==> config.mk <==
export PLATFORM = sky130hd
export DESIGN_NAME = rlc_level_control
export DESIGN_NICKNAME = d
export VERILOG_FILES = /design/src/logic/rlc_pkg.sv /design/src/logic/rlc_reg_if.sv /design/src/logic/rlc_spi_slave.sv /design/src/logic/rlc_ms_tick.sv /design/src/logic/rlc_level_control.sv
export SDC_FILE = /design/constraint.sdc
export NUM_CORES = 1
export LEC_CHECK = 0
export ABC_AREA = 1
export BUFFER_PORTS_ARGS = -buffer_cell sky130_fd_sc_hd__buf_2
export CORE_AREA = 2 2 172 174
export DETAILED_ROUTE_END_ITERATION = 16
export DIE_AREA = 0 0 174 176
export GPL_ROUTABILITY_DRIVEN = 1
export GPL_TIMING_DRIVEN = 0
export PLACE_DENSITY_LB_ADDON = 0.05
export SYNTH_ARGS = -nofsm -noshare
export SYNTH_HDL_FRONTEND = slang
export SYNTH_SLANG_ARGS = --single-unit
==> constraint.sdc <==
create_clock -name clock_i -period 2.87 [get_ports clock_i]
set_input_delay 0.4305 -clock clock_i [delete_from_list [all_inputs] [get_ports clock_i]]
set_output_delay 0.4305 -clock clock_i [all_outputs]
set_load 0.01 [all_outputs]
==> src/logic/rlc_pkg.sv <==
/*
  rlc_pkg: constants for the record-path level control block.
  Assumes: 7-bit register addresses, byte-wide registers, levels in dB below full scale.
*/
package rlc_pkg;
  // register addresses on the serial control port
  localparam logic [6:0] ADDR_CFG_A   = 7'h7b;
  localparam logic [6:0] ADDR_CFG_B   = 7'h7c;
  localparam logic [6:0] ADDR_RESTART = 7'h7d;
  localparam logic [7:0] CFG_A_RESET  = 8'h00;
  localparam logic [7:0] CFG_B_RESET  = 8'h00;
  localparam logic [7:0] RDATA_NONE   = 8'h00;
  // held level after reset: far below any threshold, so the controller starts quiet
  localparam logic [7:0] LEVEL_QUIET  = 8'hff;

  // field positions, config a
  localparam int RATE_LSB   = 6;
  localparam int LIMIT_LSB  = 4;
  localparam int MODE_LSB   = 2;
  localparam int POLICY_BIT = 1;
  localparam int ENABLE_BIT = 0;
  // field positions, config b
  localparam int RTH_LSB    = 5;
  localparam int ATH_LSB    = 3;
  localparam int RTIME_LSB  = 1;
  localparam int ATIME_BIT  = 0;
  localparam int RESV_BIT   = 7;

  // rate codes and samples per millisecond
  localparam logic [1:0] RATE_96   = 2'h0;
  localparam logic [1:0] RATE_48   = 2'h1;
  localparam logic [1:0] RATE_32   = 2'h2;
  localparam logic [1:0] RATE_RSVD = 2'h3;
  localparam logic [6:0] SPMS_96   = 7'h60;
  localparam logic [6:0] SPMS_48   = 7'h30;
  localparam logic [6:0] SPMS_32   = 7'h20;

  // recovery modes
  localparam logic [1:0] MODE_NONE    = 2'h0;
  localparam logic [1:0] MODE_NORMAL  = 2'h1;
  localparam logic [1:0] MODE_LIMITED = 2'h2;

  // limited-recovery counter limits
  localparam logic [4:0] LIMIT_0 = 5'h03;
  localparam logic [4:0] LIMIT_1 = 5'h07;
  localparam logic [4:0] LIMIT_2 = 5'h0f;
  localparam logic [4:0] LIMIT_3 = 5'h1f;

  // thresholds, dB below full scale
  localparam logic [7:0] ATK_DB_0 = 8'h00;
  localparam logic [7:0] ATK_DB_1 = 8'h01;
  localparam logic [7:0] ATK_DB_2 = 8'h02;
  localparam logic [7:0] ATK_DB_3 = 8'h04;
  localparam logic [7:0] REC_DB_0 = 8'h02;
  localparam logic [7:0] REC_DB_1 = 8'h03;
  localparam logic [7:0] REC_DB_2 = 8'h04;
  localparam logic [7:0] REC_DB_3 = 8'h06;

  // timing in milliseconds
  localparam logic [8:0] ATK_MS_0 = 9'h001;
  localparam logic [8:0] ATK_MS_1 = 9'h004;
  localparam logic [8:0] REC_MS_0 = 9'h020;
  localparam logic [8:0] REC_MS_1 = 9'h040;
  localparam logic [8:0] REC_MS_2 = 9'h080;
  localparam logic [8:0] REC_MS_3 = 9'h100;

  // serial frame: 7 address bits, read flag, 8 data bits
  localparam logic [4:0] BIT_LAST_HDR = 5'h07;
  localparam logic [4:0] BIT_LAST     = 5'h0f;
  localparam logic [4:0] BIT_DONE     = 5'h10;
endpackage : rlc_pkg

==> src/logic/rlc_reg_if.sv <==
/*
  rlc_reg_if: internal register access between serial slave and register file.
  Assumes: one clock; wr and rd are one-cycle pulses; rdata is valid during rd.
*/
`timescale 1ns/100ps
`default_nettype none
interface rlc_reg_if;
  logic       wr;
  logic       rd;
  logic [6:0] addr;
  logic [7:0] wdata;
  logic [7:0] rdata;
  modport master (output wr, rd, addr, wdata, input rdata);
  modport slave  (input wr, rd, addr, wdata, output rdata);
endinterface : rlc_reg_if
`default_nettype wire

==> src/logic/rlc_spi_slave.sv <==
/*
  rlc_spi_slave: serial control port, sampled on the system clock.
  Assumes: serial clock half period of at least four system clocks; latch low frames a transfer.
*/
`timescale 1ns/100ps
`default_nettype none
module rlc_spi_slave (
  input  wire logic   clock_i,
  input  wire logic   reset_n_i,
  input  wire logic   ce_i,
  input  wire logic   cclk_i,
  input  wire logic   clatch_n_i,
  input  wire logic   cdata_i,
  output logic        cdata_o,
  rlc_reg_if.master   bus
);
  import rlc_pkg::*;
  logic [2:0]  clk_s_q;
  logic [1:0]  lat_s_q;
  logic [1:0]  din_s_q;
  logic [4:0]  bit_cnt_q;
  logic [14:0] shift_q;
  logic [7:0]  out_q;
  wire         rise   = clk_s_q[1] & ~clk_s_q[2];
  wire         fall   = ~clk_s_q[1] & clk_s_q[2];
  wire         framed = ~lat_s_q[1];
  wire         bit_in = din_s_q[1];
  wire         hdr_rd = framed & rise & (bit_cnt_q == BIT_LAST_HDR) & bit_in;
  wire         dat_wr = framed & rise & (bit_cnt_q == BIT_LAST) & ~shift_q[7];

  always_ff @(posedge clock_i or negedge reset_n_i) begin
    if (!reset_n_i) begin
      clk_s_q <= 3'h0;
      lat_s_q <= 2'h3;
      din_s_q <= 2'h0;
    end else if (ce_i) begin
      clk_s_q <= {clk_s_q[1:0], cclk_i};
      lat_s_q <= {lat_s_q[0], clatch_n_i};
      din_s_q <= {din_s_q[0], cdata_i};
    end
  end

  // a dropped latch abandons the frame; extra clocks after bit 16 are ignored
  always_ff @(posedge clock_i or negedge reset_n_i) begin
    if (!reset_n_i) begin
      bit_cnt_q <= 5'h00;
      shift_q   <= 15'h0000;
    end else if (ce_i) begin
      if (!framed) begin
        bit_cnt_q <= 5'h00;
      end else if (rise && bit_cnt_q != BIT_DONE) begin
        bit_cnt_q <= bit_cnt_q + 5'h01;
        shift_q   <= {shift_q[13:0], bit_in};
      end
    end
  end

  always_ff @(posedge clock_i or negedge reset_n_i) begin
    if (!reset_n_i) begin
      bus.wr    <= 1'b0;
      bus.rd    <= 1'b0;
      bus.addr  <= 7'h00;
      bus.wdata <= 8'h00;
    end else if (ce_i) begin
      bus.wr <= dat_wr;
      bus.rd <= hdr_rd;
      if (hdr_rd) begin
        bus.addr <= shift_q[6:0];
      end
      if (dat_wr) begin
        bus.addr  <= shift_q[14:8];
        bus.wdata <= {shift_q[6:0], bit_in};
      end
    end
  end

  // read data leaves msb first on falling serial clock edges
  always_ff @(posedge clock_i or negedge reset_n_i) begin
    if (!reset_n_i) begin
      out_q   <= 8'h00;
      cdata_o <= 1'b0;
    end else if (ce_i) begin
      if (bus.rd) begin
        out_q <= bus.rdata;
      end else if (framed && fall && bit_cnt_q > BIT_LAST_HDR) begin
        cdata_o <= out_q[7];
        out_q   <= {out_q[6:0], 1'b0};
      end
    end
  end
endmodule : rlc_spi_slave
`default_nettype wire

==> src/logic/rlc_ms_tick.sv <==
/*
  rlc_ms_tick: one pulse per millisecond of audio, counted in sample strobes.
  Assumes: sample_valid_i pulses once per ADC sample on the system clock.
*/
`timescale 1ns/100ps
`default_nettype none
module rlc_ms_tick (
  input  wire logic       clock_i,
  input  wire logic       reset_n_i,
  input  wire logic       ce_i,
  input  wire logic       clear_i,
  input  wire logic       sample_valid_i,
  input  wire logic [1:0] rate_i,
  output logic            tick_o
);
  import rlc_pkg::*;
  logic [6:0] cnt_q;
  wire  [6:0] spms = (rate_i == RATE_96) ? SPMS_96 :
                     (rate_i == RATE_48) ? SPMS_48 : SPMS_32;
  wire        rate_ok = (rate_i != RATE_RSVD);
  wire        wrap    = (cnt_q == spms - 7'h01);

  // reserved rate has no time base, so the controller stands still
  always_ff @(posedge clock_i or negedge reset_n_i) begin
    if (!reset_n_i) begin
      cnt_q  <= 7'h00;
      tick_o <= 1'b0;
    end else if (ce_i) begin
      tick_o <= 1'b0;
      if (clear_i || !rate_ok) begin
        cnt_q <= 7'h00;
      end else if (sample_valid_i) begin
        cnt_q  <= wrap ? 7'h00 : cnt_q + 7'h01;
        tick_o <= wrap;
      end
    end
  end
endmodule : rlc_ms_tick
`default_nettype wire

==> src/logic/rlc_level_control.sv <==
/*
  rlc_level_control: record-path automatic level control with its control registers.
  Assumes: levels are dB below full scale from ADC logic on this clock, held between strobes.
*/
`timescale 1ns/100ps
`default_nettype none
module rlc_level_control #(
  parameter int GAIN_W = 8
) (
  input  wire logic              clock_i,
  input  wire logic              reset_n_i,
  input  wire logic              ce_i,
  input  wire logic              cclk_i,
  input  wire logic              clatch_n_i,
  input  wire logic              cdata_i,
  output logic                   cdata_o,
  input  wire logic              sample_valid_i,
  input  wire logic [7:0]        level_left_i,
  input  wire logic [7:0]        level_right_i,
  output logic [GAIN_W-1:0]      gain_reduction_o
);
  import rlc_pkg::*;

  rlc_reg_if bus ();

  logic [7:0]        cfg_a_q;
  logic [7:0]        cfg_b_q;
  logic [7:0]        lvl_l_q;
  logic [7:0]        lvl_r_q;
  logic [8:0]        atk_ms_q;
  logic [8:0]        rec_ms_q;
  logic [4:0]        steps_q;
  logic [GAIN_W-1:0] gain_q;
  logic              ms_tick;

  rlc_spi_slave u_port (
    .clock_i    (clock_i),
    .reset_n_i  (reset_n_i),
    .ce_i       (ce_i),
    .cclk_i     (cclk_i),
    .clatch_n_i (clatch_n_i),
    .cdata_i    (cdata_i),
    .cdata_o    (cdata_o),
    .bus        (bus.master)
  );

  // register decode; the port only pulses wr and rd for one clock,
  // so each decode below lasts exactly one cycle
  wire wr_a    = bus.wr & (bus.addr == ADDR_CFG_A);
  wire wr_b    = bus.wr & (bus.addr == ADDR_CFG_B);
  wire restart = bus.wr & (bus.addr == ADDR_RESTART);

  // config fields
  wire [1:0] alc_rate_select       = cfg_a_q[RATE_LSB +: 2];
  wire [1:0] recovery_count_limit  = cfg_a_q[LIMIT_LSB +: 2];
  wire [1:0] recovery_mode_select  = cfg_a_q[MODE_LSB +: 2];
  wire       channel_detect_policy = cfg_a_q[POLICY_BIT];
  wire       level_control_enable  = cfg_a_q[ENABLE_BIT];
  wire [1:0] recovery_threshold    = cfg_b_q[RTH_LSB +: 2];
  wire [1:0] attack_threshold      = cfg_b_q[ATH_LSB +: 2];
  wire [1:0] recovery_time_select  = cfg_b_q[RTIME_LSB +: 2];
  wire       attack_time_select    = cfg_b_q[ATIME_BIT];

  // code to value selection
  wire [7:0] atk_db = (attack_threshold == 2'h0) ? ATK_DB_0 :
                      (attack_threshold == 2'h1) ? ATK_DB_1 :
                      (attack_threshold == 2'h2) ? ATK_DB_2 : ATK_DB_3;
  wire [7:0] rec_db = (recovery_threshold == 2'h0) ? REC_DB_0 :
                      (recovery_threshold == 2'h1) ? REC_DB_1 :
                      (recovery_threshold == 2'h2) ? REC_DB_2 : REC_DB_3;
  wire [8:0] atk_len = attack_time_select ? ATK_MS_1 : ATK_MS_0;
  wire [8:0] rec_len = (recovery_time_select == 2'h0) ? REC_MS_0 :
                       (recovery_time_select == 2'h1) ? REC_MS_1 :
                       (recovery_time_select == 2'h2) ? REC_MS_2 : REC_MS_3;
  wire [4:0] limit_val = (recovery_count_limit == 2'h0) ? LIMIT_0 :
                         (recovery_count_limit == 2'h1) ? LIMIT_1 :
                         (recovery_count_limit == 2'h2) ? LIMIT_2 : LIMIT_3;
  wire [8:0] atk_last = atk_len - 9'h001;
  wire [8:0] rec_last = rec_len - 9'h001;

  // level detection; smaller figure means louder
  // between the two thresholds neither timer runs: a hysteresis band
  wire l_over = (lvl_l_q <= atk_db);
  wire r_over = (lvl_r_q <= atk_db);
  wire l_hot  = (lvl_l_q < rec_db);
  wire r_hot  = (lvl_r_q < rec_db);
  wire over   = channel_detect_policy ? (l_over & r_over) : (l_over | r_over);
  wire hot    = channel_detect_policy ? (l_hot & r_hot) : (l_hot | r_hot);
  wire quiet  = ~hot & ~over;

  // disable and restart both drop the controller back to unity gain
  wire clr       = restart | ~level_control_enable;
  wire atk_fire  = ms_tick & over & (atk_ms_q == atk_last);
  wire rec_fire  = ms_tick & quiet & (rec_ms_q == rec_last);
  wire is_normal = (recovery_mode_select == MODE_NORMAL);
  wire is_limit  = (recovery_mode_select == MODE_LIMITED);
  wire rec_ok    = is_normal | (is_limit & (steps_q < limit_val));
  wire gain_max  = &gain_q;
  wire gain_zero = ~|gain_q;
  wire rec_step  = rec_fire & rec_ok & ~gain_zero;

  // reserved bit reads zero, unmapped addresses read zero
  assign bus.rdata = (bus.addr == ADDR_CFG_A)   ? cfg_a_q :
                     (bus.addr == ADDR_CFG_B)   ? cfg_b_q :
                     (bus.addr == ADDR_RESTART) ? gain_q[7:0] : RDATA_NONE;
  assign gain_reduction_o = gain_q;

  rlc_ms_tick u_tick (
    .clock_i        (clock_i),
    .reset_n_i      (reset_n_i),
    .ce_i           (ce_i),
    .clear_i        (clr),
    .sample_valid_i (sample_valid_i),
    .rate_i         (alc_rate_select),
    .tick_o         (ms_tick)
  );

  always_ff @(posedge clock_i or negedge reset_n_i) begin
    if (!reset_n_i) begin
      cfg_a_q <= CFG_A_RESET;
      cfg_b_q <= CFG_B_RESET;
    end else if (ce_i) begin
      if (wr_a) begin
        cfg_a_q <= bus.wdata;
      end
      if (wr_b) begin
        cfg_b_q <= {1'b0, bus.wdata[RESV_BIT-1:0]};
      end
    end
  end

  always_ff @(posedge clock_i or negedge reset_n_i) begin
    if (!reset_n_i) begin
      lvl_l_q <= LEVEL_QUIET;
      lvl_r_q <= LEVEL_QUIET;
    end else if (ce_i && sample_valid_i) begin
      lvl_l_q <= level_left_i;
      lvl_r_q <= level_right_i;
    end
  end

  // timers run in whole milliseconds and restart whenever the condition breaks
  always_ff @(posedge clock_i or negedge reset_n_i) begin
    if (!reset_n_i) begin
      atk_ms_q <= 9'h000;
      rec_ms_q <= 9'h000;
    end else if (ce_i) begin
      if (clr) begin
        atk_ms_q <= 9'h000;
        rec_ms_q <= 9'h000;
      end else if (ms_tick) begin
        atk_ms_q <= (over && !atk_fire) ? atk_ms_q + 9'h001 : 9'h000;
        rec_ms_q <= (quiet && !rec_fire) ? rec_ms_q + 9'h001 : 9'h000;
      end
    end
  end

  // gain in 1 dB steps; an attack resets the limited-recovery budget
  always_ff @(posedge clock_i or negedge reset_n_i) begin
    if (!reset_n_i) begin
      gain_q  <= '0;
      steps_q <= 5'h00;
    end else if (ce_i) begin
      if (clr) begin
        gain_q  <= '0;
        steps_q <= 5'h00;
      end else if (atk_fire) begin
        gain_q  <= gain_max ? gain_q : gain_q + 1'b1;
        steps_q <= 5'h00;
      end else if (rec_step) begin
        gain_q <= gain_q - 1'b1;
        if (is_limit) begin
          steps_q <= steps_q + 5'h01;
        end
      end
    end
  end
endmodule : rlc_level_control
`default_nettype wire

==> results.json <==
{
  "startpoint": "cfg_b_q[3]",
  "vias_per_cell": 4.24,
  "synth_area_um2": 6550,
  "drt-wirelength-per-cell_um": 14.6,
  "syn_avg_cell_area_um2": 8.17,
  "critPathMostFrequentCell": "nand2_1",
  "grt_max_degree": 76,
  "initial_core_util_pct": 22.9,
  "dp_hpwl_mm": 13.2,
  "cts_tree": "built",
  "synth_top_family_by_area": "simple AND/OR/NAND/NOR gates",
  "worstPathArrival_ps": 3140,
  "async_reset_ff_share_pct": 100,
  "setup_slack_ps": 84.4,
  "drt_iter0_drc": 270,
  "die_area_um2": 30600,
  "synth_compound_area_share_pct": 13.5,
  "hold_viol_final": 0,
  "ys_types": 44,
  "multiInputGateArea_um2": 3170,
  "max_freq_mhz": 359,
  "rows": 62,
  "path_depth": 19,
  "final.setup.tns_ps": 0,
  "netlist_instances": 801,
  "leakage_nw": 3.60,
  "ios": 32,
  "core-area_um2": 28500,
  "max_slew_margin_pct": 48.2,
  "clkPwrFrac_pct": 48.4,
  "top_layer_used": "met4",
  "crit_required_ps": 3220,
  "switching_share_pct": 27.3,
  "grt_pass1_vias": 5484,
  "met1_length_mm": 9.43,
  "path_cells": "inv_2, nand2_4, ha_4, nand2_1, nand3b_1, nand2_1, nand2_2, nand2_4, nand3_4, buf_6, ha_4, nand3_2, nand2_2, nand2_1, nand2_1, a21oi_2, xor2_1, or2_4, o21ai_2",
  "yosys.area.top_type_share_pct": 40.1,
  "cts.sinks": 123,
  "p_comb_share_pct": 8.2,
  "cp_max_fo": 5,
  "drive_above_1_share_pct": 18.3,
  "syn_nets": 851,
  "drcViolationCount": 0,
  "end_kind": "flip-flop",
  "place_ws_ps": -444,
  "power_frac_seq_pct": 43.4,
  "met2_length_mm": 8.52,
  "ant_nets": 0,
  "rr_startpoint": "cfg_b_q[3]",
  "num_antenna_cells": 0,
  "final_util_pct": 28.2,
  "insertion_delay_ps": 430,
  "cts_inserted_buffers": 17,
  "critPathMaxStageDelay_ps": 410,
  "drtPass1Iterations": 4,
  "rrSetupSlack_ps": 80,
  "synthTopCellsByCount": "nand2_1, dfrtp_1, inv_1",
  "synth.most_common_cell": "nand2_1",
  "hp-class": "input port to flip-flop",
  "htreeDepth": 4,
  "tightest_slew_ps": 771,
  "nNetsFinal": 911,
  "crit_type": "flip-flop to flip-flop",
  "grt_pass1_wl_mm": 30.4,
  "dr_total_vias": 5338,
  "clock_skew_ps": 14.2,
  "rsz0062_at_grt": "true",
  "setup.worst_path.end": "gain_reduction_o[5]",
  "p_int_mw": 3.21,
  "whs_ps": 199,
  "synth_xor_area_share_pct": 2.27,
  "die_x_um": 174,
  "clockBufferDepth": 2,
  "fin_crit_ps": 2790,
  "muxShareOfSynthArea_pct": 0,
  "yosys_warnings": 0,
  "worstReg2RegEnd": "gain_reduction_o[5]",
  "setup.worst_path.start_class": "flip-flop",
  "ff2ff_path_depth": 19,
  "gr-total-overflow": 0,
  "clk_pin_slew_ps": 60,
  "drt-total-wl_mm": 18.4,
  "irDropWorstVdd_mv": 0.277,
  "synth_seq_area_share_pct": 47.4,
  "synth_seq_cells": 123,
  "cp_top_family": "simple AND/OR/NAND/NOR gates",
  "port_buffers": 30,
  "fill_cells": 3164,
  "die_h_um": 176,
  "setup_viol": 0,
  "yosys.area_share.simple_pct": 24.3,
  "min_path_cells": 3,
  "cap_violations": 0,
  "root_buffer": "clkbuf_16",
  "finalPower_mw": 4.41,
  "ys_top_cells_by_area": "dfrtp_1, nand2_1, dfstp_2, o21ai_0, inv_1",
  "cp_slowest_cell": "dfrtp_1",
  "ys.flop_type": "dfrtp_1",
  "synthAdderAreaFrac_pct": 5.28,
  "path_buf_inv": 2,
  "report.final.slew_viol_count": 0,
  "regArea_um2": 3100,
  "p_per_area_nw_per_um2": 547,
  "synth-edff-count": 0,
  "status": "finished clean",
  "met3_length_um": 281,
  "yosysTopAreaCell": "dfrtp_1",
  "syn_to_final_growth_pct": 23.2,
  "gp_congestion": 0.699,
  "p_sw_mw": 1.20,
  "antenna_found_initial": 0,
  "fin_crit_sh_pct": 97.1,
  "groute.usage.overall_pct": 12.7
}
==> worst min path at each step <==
stage	startpoint	endpoint
5_1_grt	level_left_i[2]	lvl_l_q[2]
2_1_floorplan	reset_n_i	atk_ms_q[0]
4_1_cts	level_right_i[4]	lvl_r_q[4]
3_3_place_gp	u_port.lat_s_q[0]	u_port.lat_s_q[0]
3_5_place_dp	reset_n_i	rec_ms_q[0]
6_report	level_right_i[4]	lvl_r_q[4]
==> cells in the final DEF, fill, tap and decap left out, drive strengths merged <==
master and n:
xnor2 2, clkinv 5, bufinv 1, buf 44, clkbuf 32, fa 1
o21ai 92, and3 1, o21bai 1, nor2 39, nor3 14, o2111ai 1
or2 4, dlygate4sd3 1, nand2 231, nand3b 4, o211ai 9, dfrtp 105
nand4 13, a31o 1, clkinvlp 4, xor2 15, ha 26, nor4 4
dfstp 18, o21a 1, o221ai 6, inv 107, o22ai 12, a22oi 2
nand3 51, a21oi 27
==> cell families (layout without fill, tap and decap cells) <==
logic type	Yosys count	count (layout)
compound gates	152	152
xor+xnor	17	17
fa+ha+maj	27	27
buf+inv	121	194
flops	123	123
simple gates	361	361
==> timing repair <==
item | in CTS | in global routing
endpoints found under the hold margin | 32 | 0
buffers inserted | 7 | 2
setup endpoints to repair | 6 | 4
hold buffers | 1 | 0
pin swaps | 12 | 20
resized for setup | 26 | 18
==> area by class of cell <==
class                           count  area share, %
Buffer                             17          0.962
Clock buffer                       19           5.49
Multi-Input combinational cell    557           39.3
Sequential cell                   123           38.5
Timing Repair Buffer               41           3.29
Tap cell                          384           5.96
Inverter                          104           4.92
Clock inverter                     13           1.64
==> registers in the layout, summed over array words and instances, names as in the netlist <==
name and cells:
atk_ms_q 9, cfg_a_q 8, cfg_b_q 7, gain_reduction_o 8, lvl_l_q 8, lvl_r_q 8
rec_ms_q 9, steps_q 5, u_port.bit_cnt_q 5, u_port.bus.addr 7, u_port.bus.rd 1, u_port.bus.wdata 8
u_port.bus.wr 1, u_port.cdata_o 1, u_port.clk_s_q 3, u_port.din_s_q 2, u_port.lat_s_q 2, u_port.out_q 8
u_port.shift_q 15, u_tick.cnt_q 7, u_tick.tick_o 1
==> per-stage QoR <==
| step | cells | instance area [µm²] |
|---|---|---|
| after global placement | 1215 | 7180 |
| after CTS | 1256 | 7970 |
| after global routing | 1258 | 8060 |
| after detailed placement | 1216 | 7210 |
| after floorplan | 801 | 6550 |
| final | 1258 | 8060 |
==> power by group through the flow <==
stage | clock [mW] | combinational (mW) | sequential [mW]
6_report | 2.14 | 0.360 | 1.91
5_1_grt | 2.31 | 0.424 | 1.93
4_1_cts | 2.21 | 0.372 | 1.92
3_5_place_dp | 0 | 0.363 | 1.94
3_3_place_gp | 0 | 0.357 | 1.94
2_1_floorplan | 0 | 0.211 | 1.93
==> worst register-to-register path: cells and delay by family, from the launching register on <==
family,cells,cell delay [ps]
compound gates,2,160
buf+inv,2,300
fa+ha+maj,2,530
flops,1,410
simple gates,12,1190
xor+xnor,1,130
==> metal layers <==
layer | vias up | GRT usage [%]
met5 | - | 0
met4 | 0 | 3.68
met3 | 10 | 2.65
met2 | 24 | 20.2
met1 | 2540 | 17.5
li1 | 2764 | -
No activity file was read; power rests on OpenSTA's default activity.
